### src/via_irq_defs.svh
// Offsets, fields and constants for the timer 2 / shift-in / irq block.
// Assumes inclusion by bare name from the design file.
`ifndef VIA_IRQ_DEFS_SVH
`define VIA_IRQ_DEFS_SVH
// Register select codes
`define OFS_PORT_B_OUT  4'h0
`define OFS_PORT_B_DIR  4'h2
`define OFS_T2_LOW      4'h8
`define OFS_T2_HIGH     4'h9
`define OFS_SHIFTER     4'hA
`define OFS_AUX_CTRL    4'hB
`define OFS_PERIPH_CTRL 4'hC
`define OFS_IFR         4'hD
`define OFS_IER         4'hE
// Aux control fields
`define ACR_T1_PIN      7
`define ACR_T2_PULSE    5
`define ACR_SH_HI       4
`define ACR_SH_LO       2
// Shift modes
`define SH_OFF          3'h0
`define SH_BY_T2        3'h1
`define SH_BY_CLK       3'h2
`define SH_BY_EXT       3'h3
// Flag bit positions
`define FLG_T2          5
`define FLG_SR          2
`define FLG_CB1         4
`define FLG_CB2         3
`define FLG_CA1         1
`define FLG_CA2         0
// Peripheral control: independent interrupt codes
`define PCR_IND_NEG     3'h1
`define PCR_IND_POS     3'h3
// Misc
`define SET_CLR_BIT     7
`define PIN_BIT         7
`define BYTE_ZERO       8'h00
`define CNT_ZERO        16'h0000
`define SH_LAST         3'h7
`endif

### src/via_irq_pkg.sv
// Types for the timer 2 / shift-in / interrupt block.
// Assumes via_irq_defs.svh is visible on the include path.
package via_irq_pkg;
  // Shifter sequencer, Gray coded
  typedef enum logic [1:0] {
    SH_IDLE = 2'b00,
    SH_RUN  = 2'b01
  } sh_state_t;

  // Whole block state
  typedef struct packed {
    logic [7:0]  port_b_output;
    logic [7:0]  port_b_direction;
    logic [7:0]  aux_control;
    logic [7:0]  peripheral_control;
    logic [7:0]  t2_latch;
    logic [15:0] t2_cnt;
    logic        t2_armed;
    logic        pb6_prev;
    logic [7:0]  sr;
    sh_state_t   sh_state;
    logic [2:0]  sh_cnt;
    logic [7:0]  sh_div;
    logic        sh_clk;
    logic        sh_cap;
    logic        cb1_prev;
    logic [6:0]  interrupt_flag_reg;
    logic [6:0]  interrupt_enable_reg;
    logic [7:0]  rdata;
    logic        irq_oe_n;
    logic        tpin;
    logic        tpin_oe_n;
    logic        sclk_oe_n;
  } state_t;
endpackage : via_irq_pkg

### src/via_irq.sv
// Timer 2, shift-in register and interrupt flag/enable logic.
// Assumes a one-cycle access strobe synchronous to mclk and open-drain
// pins resolved outside from the output enables.
`timescale 1ns/1ns
`include "via_irq_defs.svh"
module via_irq (
  input  wire logic                  mclk,
  input  wire logic                  srst,
  input  wire logic                  cs,
  input  wire logic [3:0]            reg_sel,
  input  wire logic                  rd_wr,
  input  wire logic [7:0]            wdata,
  output      logic [7:0]            rdata,
  input  wire logic                  port_a_access,
  input  wire logic [6:0]            flag_set_ext,
  input  wire logic                  t1_out,
  input  wire logic                  pulse_count_pin,
  input  wire logic                  shift_clk_in,
  input  wire logic                  shift_data_in,
  output      logic                  shift_clk_out,
  output      logic                  shift_clk_oe_n,
  output      logic                  irq_out,
  output      logic                  irq_oe_n,
  output      logic                  timer_toggle_pin,
  output      logic                  timer_toggle_oe_n
);
  import via_irq_pkg::*;

  via_irq_pkg::state_t st_reg;
  via_irq_pkg::state_t st_next;

  logic       wr;
  logic       rd;
  logic [2:0] mode;
  logic [6:0] clr;
  logic [6:0] set;
  logic       t2_step;
  logic       t2_hit;
  logic       sh_acc;
  logic       irq_any;

  // Access decode and mode
  assign wr = cs & ~rd_wr;
  assign rd = cs & rd_wr;
  assign mode = st_reg.aux_control[`ACR_SH_HI:`ACR_SH_LO];
  assign sh_acc = cs && (reg_sel == `OFS_SHIFTER);
  assign irq_any = |(st_reg.interrupt_flag_reg & st_reg.interrupt_enable_reg);

  // Timer 2 step source: every cycle or falling pulse pin
  assign t2_step = st_reg.aux_control[`ACR_T2_PULSE] ?
                   (st_reg.pb6_prev & ~pulse_count_pin) : 1'b1;
  assign t2_hit = t2_step && (st_reg.t2_cnt == `CNT_ZERO) && st_reg.t2_armed;

  // Next-state logic
  always_comb begin
    st_next = st_reg;
    clr = 7'h00;
    set = flag_set_ext;
    set[`FLG_T2] = 1'b0;
    set[`FLG_SR] = 1'b0;
    st_next.pb6_prev = pulse_count_pin;
    st_next.cb1_prev = shift_clk_in;

    // Plain register writes
    if (wr && reg_sel == `OFS_PORT_B_OUT) begin
      st_next.port_b_output = wdata;
    end else if (wr && reg_sel == `OFS_PORT_B_DIR) begin
      st_next.port_b_direction = wdata;
    end else if (wr && reg_sel == `OFS_T2_LOW) begin
      st_next.t2_latch = wdata;
    end else if (wr && reg_sel == `OFS_AUX_CTRL) begin
      st_next.aux_control = wdata;
    end else if (wr && reg_sel == `OFS_PERIPH_CTRL) begin
      st_next.peripheral_control = wdata;
    end else if (wr && reg_sel == `OFS_IFR) begin
      clr = wdata[6:0];
    end else if (wr && reg_sel == `OFS_IER) begin
      if (wdata[`SET_CLR_BIT]) begin
        st_next.interrupt_enable_reg = st_reg.interrupt_enable_reg | wdata[6:0];
      end else begin
        st_next.interrupt_enable_reg = st_reg.interrupt_enable_reg & ~wdata[6:0];
      end
    end

    // Port B access clears CB1, and CB2 unless independent
    if (cs && reg_sel == `OFS_PORT_B_OUT) begin
      clr[`FLG_CB1] = 1'b1;
      if (st_reg.peripheral_control[7:5] != `PCR_IND_NEG &&
          st_reg.peripheral_control[7:5] != `PCR_IND_POS) begin
        clr[`FLG_CB2] = 1'b1;
      end
    end
    if (port_a_access) begin
      clr[`FLG_CA1] = 1'b1;
      if (st_reg.peripheral_control[3:1] != `PCR_IND_NEG &&
          st_reg.peripheral_control[3:1] != `PCR_IND_POS) begin
        clr[`FLG_CA2] = 1'b1;
      end
    end

    // Timer 2 counter
    if (t2_step) begin
      st_next.t2_cnt = st_reg.t2_cnt - 16'h0001;
    end
    if (t2_hit) begin
      set[`FLG_T2] = 1'b1;
      st_next.t2_armed = 1'b0;
    end
    if (wr && reg_sel == `OFS_T2_HIGH) begin
      st_next.t2_cnt = {wdata, st_reg.t2_latch};
      st_next.t2_armed = 1'b1;
      clr[`FLG_T2] = 1'b1;
    end
    if (rd && reg_sel == `OFS_T2_LOW) begin
      clr[`FLG_T2] = 1'b1;
    end

    // Shifter: capture stage shifts one cycle after a rising clock
    if (st_reg.sh_cap) begin
      st_next.sh_cap = 1'b0;
      st_next.sr = {st_reg.sr[6:0], shift_data_in};
      st_next.sh_cnt = st_reg.sh_cnt + 3'h1;
      if (st_reg.sh_cnt == `SH_LAST) begin
        set[`FLG_SR] = 1'b1;
        if (mode != `SH_BY_EXT) begin
          st_next.sh_state = SH_IDLE;
        end
      end
    end
    case (st_reg.sh_state)
      SH_IDLE: begin
        st_next.sh_clk = 1'b1;
      end
      SH_RUN: begin
        if (mode == `SH_BY_EXT) begin
          if (~st_reg.cb1_prev & shift_clk_in) begin
            st_next.sh_cap = 1'b1;
          end
        end else if (mode == `SH_BY_T2 || mode == `SH_BY_CLK) begin
          if (mode == `SH_BY_CLK || st_reg.sh_div == `BYTE_ZERO) begin
            st_next.sh_div = st_reg.t2_latch;
            st_next.sh_clk = ~st_reg.sh_clk;
            st_next.sh_cap = ~st_reg.sh_clk;
          end else begin
            st_next.sh_div = st_reg.sh_div - 8'h01;
          end
        end else begin
          st_next.sh_state = SH_IDLE;
        end
      end
      default: begin
        st_next.sh_state = SH_IDLE;
      end
    endcase
    // Eighth device-clocked bit: park the clock high, no stray capture
    if (st_reg.sh_cap && st_reg.sh_cnt == `SH_LAST &&
        mode != `SH_BY_EXT) begin
      st_next.sh_clk = 1'b1;
      st_next.sh_cap = 1'b0;
      st_next.sh_state = SH_IDLE;
    end
    if (sh_acc) begin
      if (wr) begin
        st_next.sr = wdata;
      end
      clr[`FLG_SR] = 1'b1;
      st_next.sh_cnt = 3'h0;
      st_next.sh_cap = 1'b0;
      st_next.sh_clk = 1'b1;
      st_next.sh_div = st_reg.t2_latch;
      if (mode != `SH_OFF) begin
        st_next.sh_state = SH_RUN;
      end
    end

    // Flags: set wins over clear
    st_next.interrupt_flag_reg = (st_reg.interrupt_flag_reg & ~clr) | set;
    if (mode == `SH_OFF) begin
      st_next.interrupt_flag_reg[`FLG_SR] = 1'b0;
    end

    // Read data
    st_next.rdata = st_reg.rdata;
    if (rd) begin
      if (reg_sel == `OFS_PORT_B_OUT) begin
        st_next.rdata = st_reg.port_b_output;
      end else if (reg_sel == `OFS_PORT_B_DIR) begin
        st_next.rdata = st_reg.port_b_direction;
      end else if (reg_sel == `OFS_T2_LOW) begin
        st_next.rdata = st_reg.t2_cnt[7:0];
      end else if (reg_sel == `OFS_T2_HIGH) begin
        st_next.rdata = st_reg.t2_cnt[15:8];
      end else if (reg_sel == `OFS_SHIFTER) begin
        st_next.rdata = st_reg.sr;
      end else if (reg_sel == `OFS_AUX_CTRL) begin
        st_next.rdata = st_reg.aux_control;
      end else if (reg_sel == `OFS_PERIPH_CTRL) begin
        st_next.rdata = st_reg.peripheral_control;
      end else if (reg_sel == `OFS_IFR) begin
        st_next.rdata = {irq_any, st_reg.interrupt_flag_reg};
      end else if (reg_sel == `OFS_IER) begin
        st_next.rdata = {1'b1, st_reg.interrupt_enable_reg};
      end else begin
        st_next.rdata = `BYTE_ZERO;
      end
    end

    // Pins
    st_next.irq_oe_n = ~irq_any;
    if (st_reg.port_b_direction[`PIN_BIT] && st_reg.aux_control[`ACR_T1_PIN]) begin
      st_next.tpin = t1_out;
    end else begin
      st_next.tpin = st_reg.port_b_output[`PIN_BIT];
    end
    st_next.tpin_oe_n = ~st_reg.port_b_direction[`PIN_BIT];
    st_next.sclk_oe_n = ~(mode == `SH_BY_T2 || mode == `SH_BY_CLK);
  end

  // State register
  always_ff @(posedge mclk) begin
    if (srst) begin
      st_reg <= '0;
      st_reg.irq_oe_n <= 1'b1;
      st_reg.tpin_oe_n <= 1'b1;
      st_reg.sclk_oe_n <= 1'b1;
      st_reg.sh_clk <= 1'b1;
      st_reg.pb6_prev <= 1'b1;
      st_reg.cb1_prev <= 1'b1;
    end else begin
      st_reg <= st_next;
    end
  end

  // Outputs straight from state, irq_out tied low
  assign rdata = st_reg.rdata;
  assign shift_clk_out = st_reg.sh_clk;
  assign shift_clk_oe_n = st_reg.sclk_oe_n;
  assign irq_out = 1'b0;
  assign irq_oe_n = st_reg.irq_oe_n;
  assign timer_toggle_pin = st_reg.tpin;
  assign timer_toggle_oe_n = st_reg.tpin_oe_n;
endmodule : via_irq

### config.mk
export PLATFORM = sky130hd
export DESIGN_NAME = via_irq
export DESIGN_NICKNAME = d
export VERILOG_FILES = /design/src/via_irq_pkg.sv /design/src/via_irq.sv
export VERILOG_INCLUDE_DIRS = /design/src
export SDC_FILE = /design/constraint.sdc
export NUM_CORES = 1
export LEC_CHECK = 0
export ABC_AREA = 1
export BUFFER_PORTS_ARGS = -buffer_cell sky130_fd_sc_hd__buf_2
export CAP_MARGIN = 0
export CORE_MARGIN = 2
export CORE_UTILIZATION = 54
export CTS_CLUSTER_DIAMETER = 50
export DETAILED_ROUTE_END_ITERATION = 12
export PLACE_DENSITY_LB_ADDON = 0.2
export SLEW_MARGIN = 20
export SYNTH_ARGS = -nofsm -noshare
export SYNTH_HDL_FRONTEND = slang
export SYNTH_SLANG_ARGS = --single-unit
### constraint.sdc
create_clock -name mclk -period 1.6 [get_ports mclk]
set_input_delay 0.08 -clock mclk [delete_from_list [all_inputs] [get_ports mclk]]
set_output_delay 0.08 -clock mclk [all_outputs]
set_load 0.005 [all_outputs]
==> results of run 1 <==
==> critical path, delay by kind of cell, from the launching register on <==
family / cells / cell delay (ps)
simple gates: 4 / 460
fa+ha+maj: 1 / 210
compound gates: 2 / 220
buf+inv: 3 / 200
flops: 1 / 350
==> power by group <==
| part | leakage, nW | total [mW] | switching, mW | internal (mW) |
|---|---|---|---|---|
| combinational | 1.63 | 1.26 | 0.761 | 0.499 |
| clock | 0.107 | 1.81 | 0.984 | 0.828 |
| sequential | 0.880 | 3.06 | 0.213 | 2.85 |
==> final cells by class <==
| class | count | area, um2 | area share |
|---|---|---|---|
| repair buffers | 82 | 559.3 | 0.08970 |
| well taps | 133 | 166.4 | 0.02669 |
| inverters | 84 | 315.3 | 0.05057 |
| clock buffers | 11 | 151.4 | 0.02428 |
| clock inverters | 5 | 63.81 | 0.01023 |
| flip-flops and latches | 108 | 2172 | 0.3484 |
| multi-input cells | 552 | 2806 | 0.4501 |
==> Yosys cell counts, drive strengths merged (2+ instances only) <==
master | count | area, um2
ha | 5 | 62.56
o22ai | 6 | 37.54
buf | 19 | 142.6
clkbuf | 19 | 71.32
nand4 | 19 | 118.9
dfxtp | 108 | 2162
inv | 84 | 315.3
nor2 | 53 | 250.2
xor2 | 10 | 87.58
nor3 | 9 | 56.31
a31oi | 12 | 75.07
a21oi | 90 | 450.4
o21ai | 83 | 415.4
xnor2 | 3 | 26.28
nand3 | 41 | 205.2
o211ai | 6 | 45.04
nand2 | 201 | 774.5
nand3b | 2 | 15.01
nor4 | 3 | 40.04
==> routing by layer <==
layer	GRT usage	wire [um]	vias to the layer above
met3	0.05514	1224	26
li1	-	-	2687
met4	0.1004	352	0
met1	0.4327	7235	2507
met5	0	0	-
met2	0.4389	7027	215
==> stage by stage <==
| stage | std cells | worst slack (ps) | hold slack (ps) | setup TNS [ps] |
|---|---|---|---|---|
| floorplan | 782 | 70.22 | 176.6 | 0 |
| global placement | 947 | 28.20 | 262.9 | 0 |
| detailed placement | 947 | -14.99 | 274.6 | -19.61 |
| CTS | 973 | 3.049 | 37.29 | 0 |
| global route | 975 | -19.28 | 54.82 | -59.21 |
| finish | 975 | 69.71 | 51.15 | 0 |
==> worst max path at each step <==
stage,cells after the start,start,slack [ps],endpoint
floorplan,9,st_reg[52],70,st_reg[51]
finish,10,st_reg[29],70,st_reg[29]
detailed placement,9,st_reg[53],-10,st_reg[51]
global route,11,st_reg[33],-20,st_reg[27]
global placement,11,st_reg[32],30,st_reg[35]
CTS,9,st_reg[53],3,st_reg[66]
==> cells by family (layout without fill, tap and decap cells) <==
kind of cell               count (synthesis)  count (layout)
AOI/OAI and AO/OA                        202             202
adders and majority gates                  5               5
DFF                                      108             108
other                                      1               2
xor gates and xnor gates                  13              13
and+or+nand+nor                          330             330
buffers and inverters                    122             182
==> repair_timing <==
action / 4_1_cts / 5_1_grt
pin swaps: 1 / 5
resized for setup: 6 / 25
endpoints found under the hold margin: 14 / 0
buffers inserted: 1 / 2
hold buffers: 9 / 0
setup endpoints to repair: 8 / 21
==> results.yml, run 1 <==
run_status:
  status: "completed"
setup_path:
  worst_setup_end_kind: "flop"
  worstRegToRegCells: 10
  rrSetupSlack_ps: 70
  crit-reg2reg-capture: "st_reg[29]"
  critical-path-top-cell-by-count: "sky130_fd_sc_hd__inv_1"
  regToRegStartpoint: "st_reg[29]"
  worstSetupPathType: "reg2reg"
  critical_path.cell_chain: "inv_1 > ha_1 > nand4_1 > nand2_2 > nor2_4 > inv_1 > a21oi_1 > o21ai_0 > nand3_1 > inv_1"
  start_kind: "flop"
  critical-path-max-stage-delay_ps: 350
  cp_data_arrival_time_ps: 1810
  timing.critical_path.required_ps: 1880
  timing.critical_path.fanout_max: 4
  critical_path.slowest_cell: "sky130_fd_sc_hd__dfxtp_2"
placed_design:
  dp_hpwl_um: 11450
  placedInstanceArea_mm2: 0.005819
  io_buffer_count: 38
  gpl.final_weighted_congestion: 0.9758
routing:
  post-route-drc-count: 0
  drt-total-wl_um: 15840
  drtAntennaViolNets: 0
  dr.pass1.iters: 5
  vias_per_cell: 5.574
  wl_per_cell_um: 16.25
  initialDrtViolationCount: 445
  dr_total_vias: 5435
yosys:
  postSynthRegisterBits: 108
  synth_compound_area_frac: 0.1974
  synthXorXnorAreaFrac: 0.02101
  yosysWarningCount: 0
  synth-edff-count: 0
  post_synth_mux_area_share: 0
  synthFlopType: "sky130_fd_sc_hd__dfxtp_1"
  synthAdderAreaFrac: 0.01154
  synth_cell_types: 40
  syn_area_mm2: 0.005420
  postSynthCellCount: 781
  synth_top_family_by_area: "simple AND/OR/NAND/NOR gates"
  syn_avg_cell_area_um2: 6.940
  ys_seq_area_frac: 0.3989
  synth-async-reset-ratio: 0
  synthSimpleGateAreaFrac: 0.2729
clock_tree:
  clockBufferDepth: 2
  clock_tree.root_cell: "sky130_fd_sc_hd__clkbuf_8"
  tritoncts_clock_tree: "built"
  cts_made_buffers: 9
  source_to_sink_clock_delay_at_the_later_pin_of_the_worst_skew_pair_ps: 380
  clock_sink_count: 108
  clock_tree.htree_level_count: 3
  clk_transition_reported_paths_ps: 100
timing:
  slew_of_the_pin_with_the_lowest_slew_margin_ps: 512.3
  achievable_clock_frequency_mhz: 653.5
  relSlewSlack: 0.6585
  rsz0062_at_grt: "true"
  final_period_minus_worst_setup_slack_ps: 1530
  hold_viol_final: 0
  finalSetupViolCount: 0
  max_transition_viols_final: 0
  worst_skew_ps: 11.18
  layout_worst_path_cycle_share: 0.9564
cells_and_area:
  layout.cell_area.non_filler_mm2: 0.006235
  finalCoreUtilization: 0.6379
  most_frequent_cells_in_the_layout: "sky130_fd_sc_hd__nand2_1 (193), sky130_fd_sc_hd__dfxtp_1 (100), sky130_fd_sc_hd__a21oi_1 (90), sky130_fd_sc_hd__o21ai_0 (80), sky130_fd_sc_hd__inv_1 (68)"
  largest_register_ff_count: 85
  syn2layout_area_growth_pct: 15.03
  design.final.nets: 870
  drive_gt1_frac: 0.1734
  most_common_cell_after_layout_fill_and_taps_aside: "sky130_fd_sc_hd__nand2_1"
  antenna_cells_inserted: 0
  layout.filler_cells: 912
floorplanning:
  placement_rows: 36
  die_w_um: 104.2
  dieArea_mm2: 0.01085
  initial_util: 0.5545
  core_area_mm2: 0.009774
  die_height_um: 104.2
  io_pins: 42
min_path:
  min_delay_path_depth: 4
  worstHoldEndpoint: "st_reg[20]"
  hold_path_startpoint: "port_a_access"
  type_of_the_tightest_min_delay_check: "in2reg"
global_routing:
  grtUsageTotal: 0.2964
  first_global_vias: 5039
  grt_antenna_before_repair: 0
  grt-ovfl-total: 0
  grt_first_pass_wirelength_um: 25830
  largest_net_degree_at_the_start_of_global_routing: 48
power_and_ir_drop:
  fin_total_pwr_mw: 6.130
  p_leak_nw: 2.616
  pwr_density_cell_mw_per_mm2: 983.2
  ir_drop_mv: 0.7152
run:
  max_cap_viol_count: 0
Note: power is estimated with default switching activity, not from simulation.
==> run 2, diff against run 1 <==
Settings changed: SLEW_MARGIN 20 to 25.
Clock period 1.6 ns to 1.4 ns, I/O delays scaled along.
==> run 2 against run 1 <==
  * The run now ends with negative setup slack left
  * Register-to-register slack worse by 180 ps
  * Sequential share of layout area down 2.7 points
  * Total power up 13%
  * Utilization up 5.5 points
  * Die area unchanged
  * Count of clock-buffer cells in the layout unchanged
  * Worst hold slack worse by 18 ps
  * Highest routed layer unchanged
  * Critical endpoint is now st_reg[51]
  * Global-route usage up 2.0 points
  * First-iteration DRC count up 38%
==> results.yml, run 2 (same netlist as run 1, synthesis figures left out) <==
power_and_ir_drop:
  internal_power_mw: 4.673
  clock_power_share: 0.255
  ir_drop_mv: 0.7471
  pwr_density_cell_mw_per_mm2: 1025
  power_switching_mw: 2.270
  combinationalPowerShare: 0.246
  sw_frac_of_total: 0.3269
  sequentialPowerShare: 0.499
  p_leak_nw: 2.911
  fin_total_pwr_mw: 6.942
placed_design:
  placedInstanceArea_mm2: 0.006251
  io_buffer_count: 38
  dp_hpwl_um: 12400
  gpl.final_weighted_congestion: 1.009
  place_inst: 999
routing:
  vias_per_cell: 5.674
  dr.pass1.iters: 5
  dr_total_vias: 5873
  drtAntennaViolNets: 0
  post-route-drc-count: 0
  wl_per_cell_um: 16.84
  drt-total-wl_um: 17430
  initialDrtViolationCount: 612
global_routing:
  grt-ovfl-total: 0
  grt_first_pass_wirelength_um: 27330
  grt_antenna_before_repair: 0
  first_global_vias: 5388
  largest_net_degree_at_the_start_of_global_routing: 43
  grtUsageTotal: 0.3168
timing:
  max_transition_viols_final: 0
  worst_hold_slack_after_final_layout_ps: 32.81
  relSlewSlack: 0.6505
  slew_of_the_pin_with_the_lowest_slew_margin_ps: 522.4
  finalSetupViolCount: 14
  final_period_minus_worst_setup_slack_ps: 1510
  achievable_clock_frequency_mhz: 662.4
  rsz0062_at_grt: "true"
  layout_worst_path_cycle_share: 1.078
  worst_skew_ps: 12.90
  worst_slack_ps: -109.7
  hold_viol_final: 0
setup_path:
  timing.critical_path.required_ps: 1650
  worst_setup_end_kind: "flop"
  timing.critical_path.fanout_max: 3
  cp_data_arrival_time_ps: 1760
  worstSetupPathType: "reg2reg"
  start_kind: "flop"
clock_tree:
  tritoncts_clock_tree: "built"
  clk_transition_reported_paths_ps: 100
  source_to_sink_clock_delay_at_the_later_pin_of_the_worst_skew_pair_ps: 380
  clock_tree.htree_level_count: 3
  cts_made_buffers: 9
  clockBufferDepth: 2
  clock_tree.root_cell: "sky130_fd_sc_hd__clkbuf_8"
  clock_sink_count: 108
run:
  max_cap_viol_count: 0
cells_and_area:
  layout.filler_cells: 837
  syn2layout_area_growth_pct: 25.00
  sequential_cell_area_mm2: 0.002181
  most_common_cell_after_layout_fill_and_taps_aside: "sky130_fd_sc_hd__nand2_1"
  most_frequent_cells_in_the_layout: "sky130_fd_sc_hd__nand2_1 (189), sky130_fd_sc_hd__dfxtp_1 (93), sky130_fd_sc_hd__buf_4 (91), sky130_fd_sc_hd__a21oi_1 (87), sky130_fd_sc_hd__o21ai_0 (72)"
  stdcell_count: 1035
  finalCoreUtilization: 0.6932
  layout.cell_area.non_filler_mm2: 0.006775
  antenna_cells_inserted: 0
  largest_register_ff_count: 85
  drive_gt1_frac: 0.2661
  design.final.nets: 931
  multi_input_comb_area_mm2: 0.002904
floorplanning:
  core_area_mm2: 0.009774
  io_pins: 42
  die_w_um: 104.2
  dieArea_mm2: 0.01085
  initial_util: 0.5545
  die_height_um: 104.2
  placement_rows: 36
min_path:
  type_of_the_tightest_min_delay_check: "in2reg"
run_status:
  status: "complete, but fails checks"
  failed_checks: "negative setup slack"
run 2: cell count changes in the layout (fill, tap and decap cells not counted), moves of 4 or more:
cell and delta:
sky130_fd_sc_hd__nand2_1 -4, sky130_fd_sc_hd__o21ai_1 +7, sky130_fd_sc_hd__dfxtp_1 -7, sky130_fd_sc_hd__buf_4 +58, sky130_fd_sc_hd__dfxtp_2 +7, sky130_fd_sc_hd__nor2_1 -5
sky130_fd_sc_hd__inv_2 +7, sky130_fd_sc_hd__inv_1 -8, sky130_fd_sc_hd__o21ai_0 -8
run 2: critical path, cell delays in order (launching register included):
cell and delay (ps):
sky130_fd_sc_hd__dfxtp_2 350, sky130_fd_sc_hd__inv_2 70, sky130_fd_sc_hd__ha_4 140, sky130_fd_sc_hd__inv_2 40, sky130_fd_sc_hd__nor2_4 120, sky130_fd_sc_hd__nand3_4 120
sky130_fd_sc_hd__nor2_4 130, sky130_fd_sc_hd__nand3b_1 110, sky130_fd_sc_hd__o31ai_1 220, sky130_fd_sc_hd__a21oi_1 100
run 2: stage by stage:
| step | setup WS (ps) | setup TNS, ps |
|---|---|---|
| 6_report | -109.7 | -925.3 |
| 5_1_grt | -200.9 | -2669 |
| 4_1_cts | -57.83 | -342.6 |
| 3_5_place_dp | -184.0 | -2797 |
| 3_3_place_gp | -180.1 | -1904 |
| 2_1_floorplan | -16.83 | -16.83 |
run 2: repair_timing:
action | in CTS | in global routing
hold buffers | 8 | 0
resized for setup | 40 | 33
endpoints found under the hold margin | 8 | 0
setup endpoints to repair | 18 | 30
setup buffers | 10 | 4
pin swaps | 17 | 16
run 2: area by class of cell:
class	count	share of cell area
Clock inverter	4	0.003878
Multi-Input combinational cell	552	0.4286
Sequential cell	108	0.3219
Clock buffer	11	0.02087
Tap cell	133	0.02456
Timing Repair Buffer	143	0.1533
Inverter	84	0.04691
run 2: power by group through the flow:
stage | clock, mW | combinational [mW] | sequential, mW
after floorplan | 0 | 0.965 | 3.46
after global placement | 0 | 1.50 | 3.51
after detailed placement | 0 | 1.53 | 3.51
after CTS | 1.79 | 1.63 | 3.44
after global routing | 1.90 | 1.88 | 3.48
final | 1.77 | 1.71 | 3.47
run 2: routing by layer:
layer  up-vias  routed length, um  GRT usage
met5         -                  0          0
met4         0                448     0.1187
met3        45               1526    0.05388
met2       282               7876     0.4953
met1      2737               7579     0.4394
li1       2809                  -          -
run 2: final timing paths:
check | startpoint | to | slack, ps | cells after the start
max | st_reg[53] | st_reg[51] | -110 | 9
max reg2reg | st_reg[53] | st_reg[51] | -110 | 9
min | port_a_access | st_reg[20] | 30 | 4
min reg2reg | st_reg[77] | st_reg[77] | 470 | 2
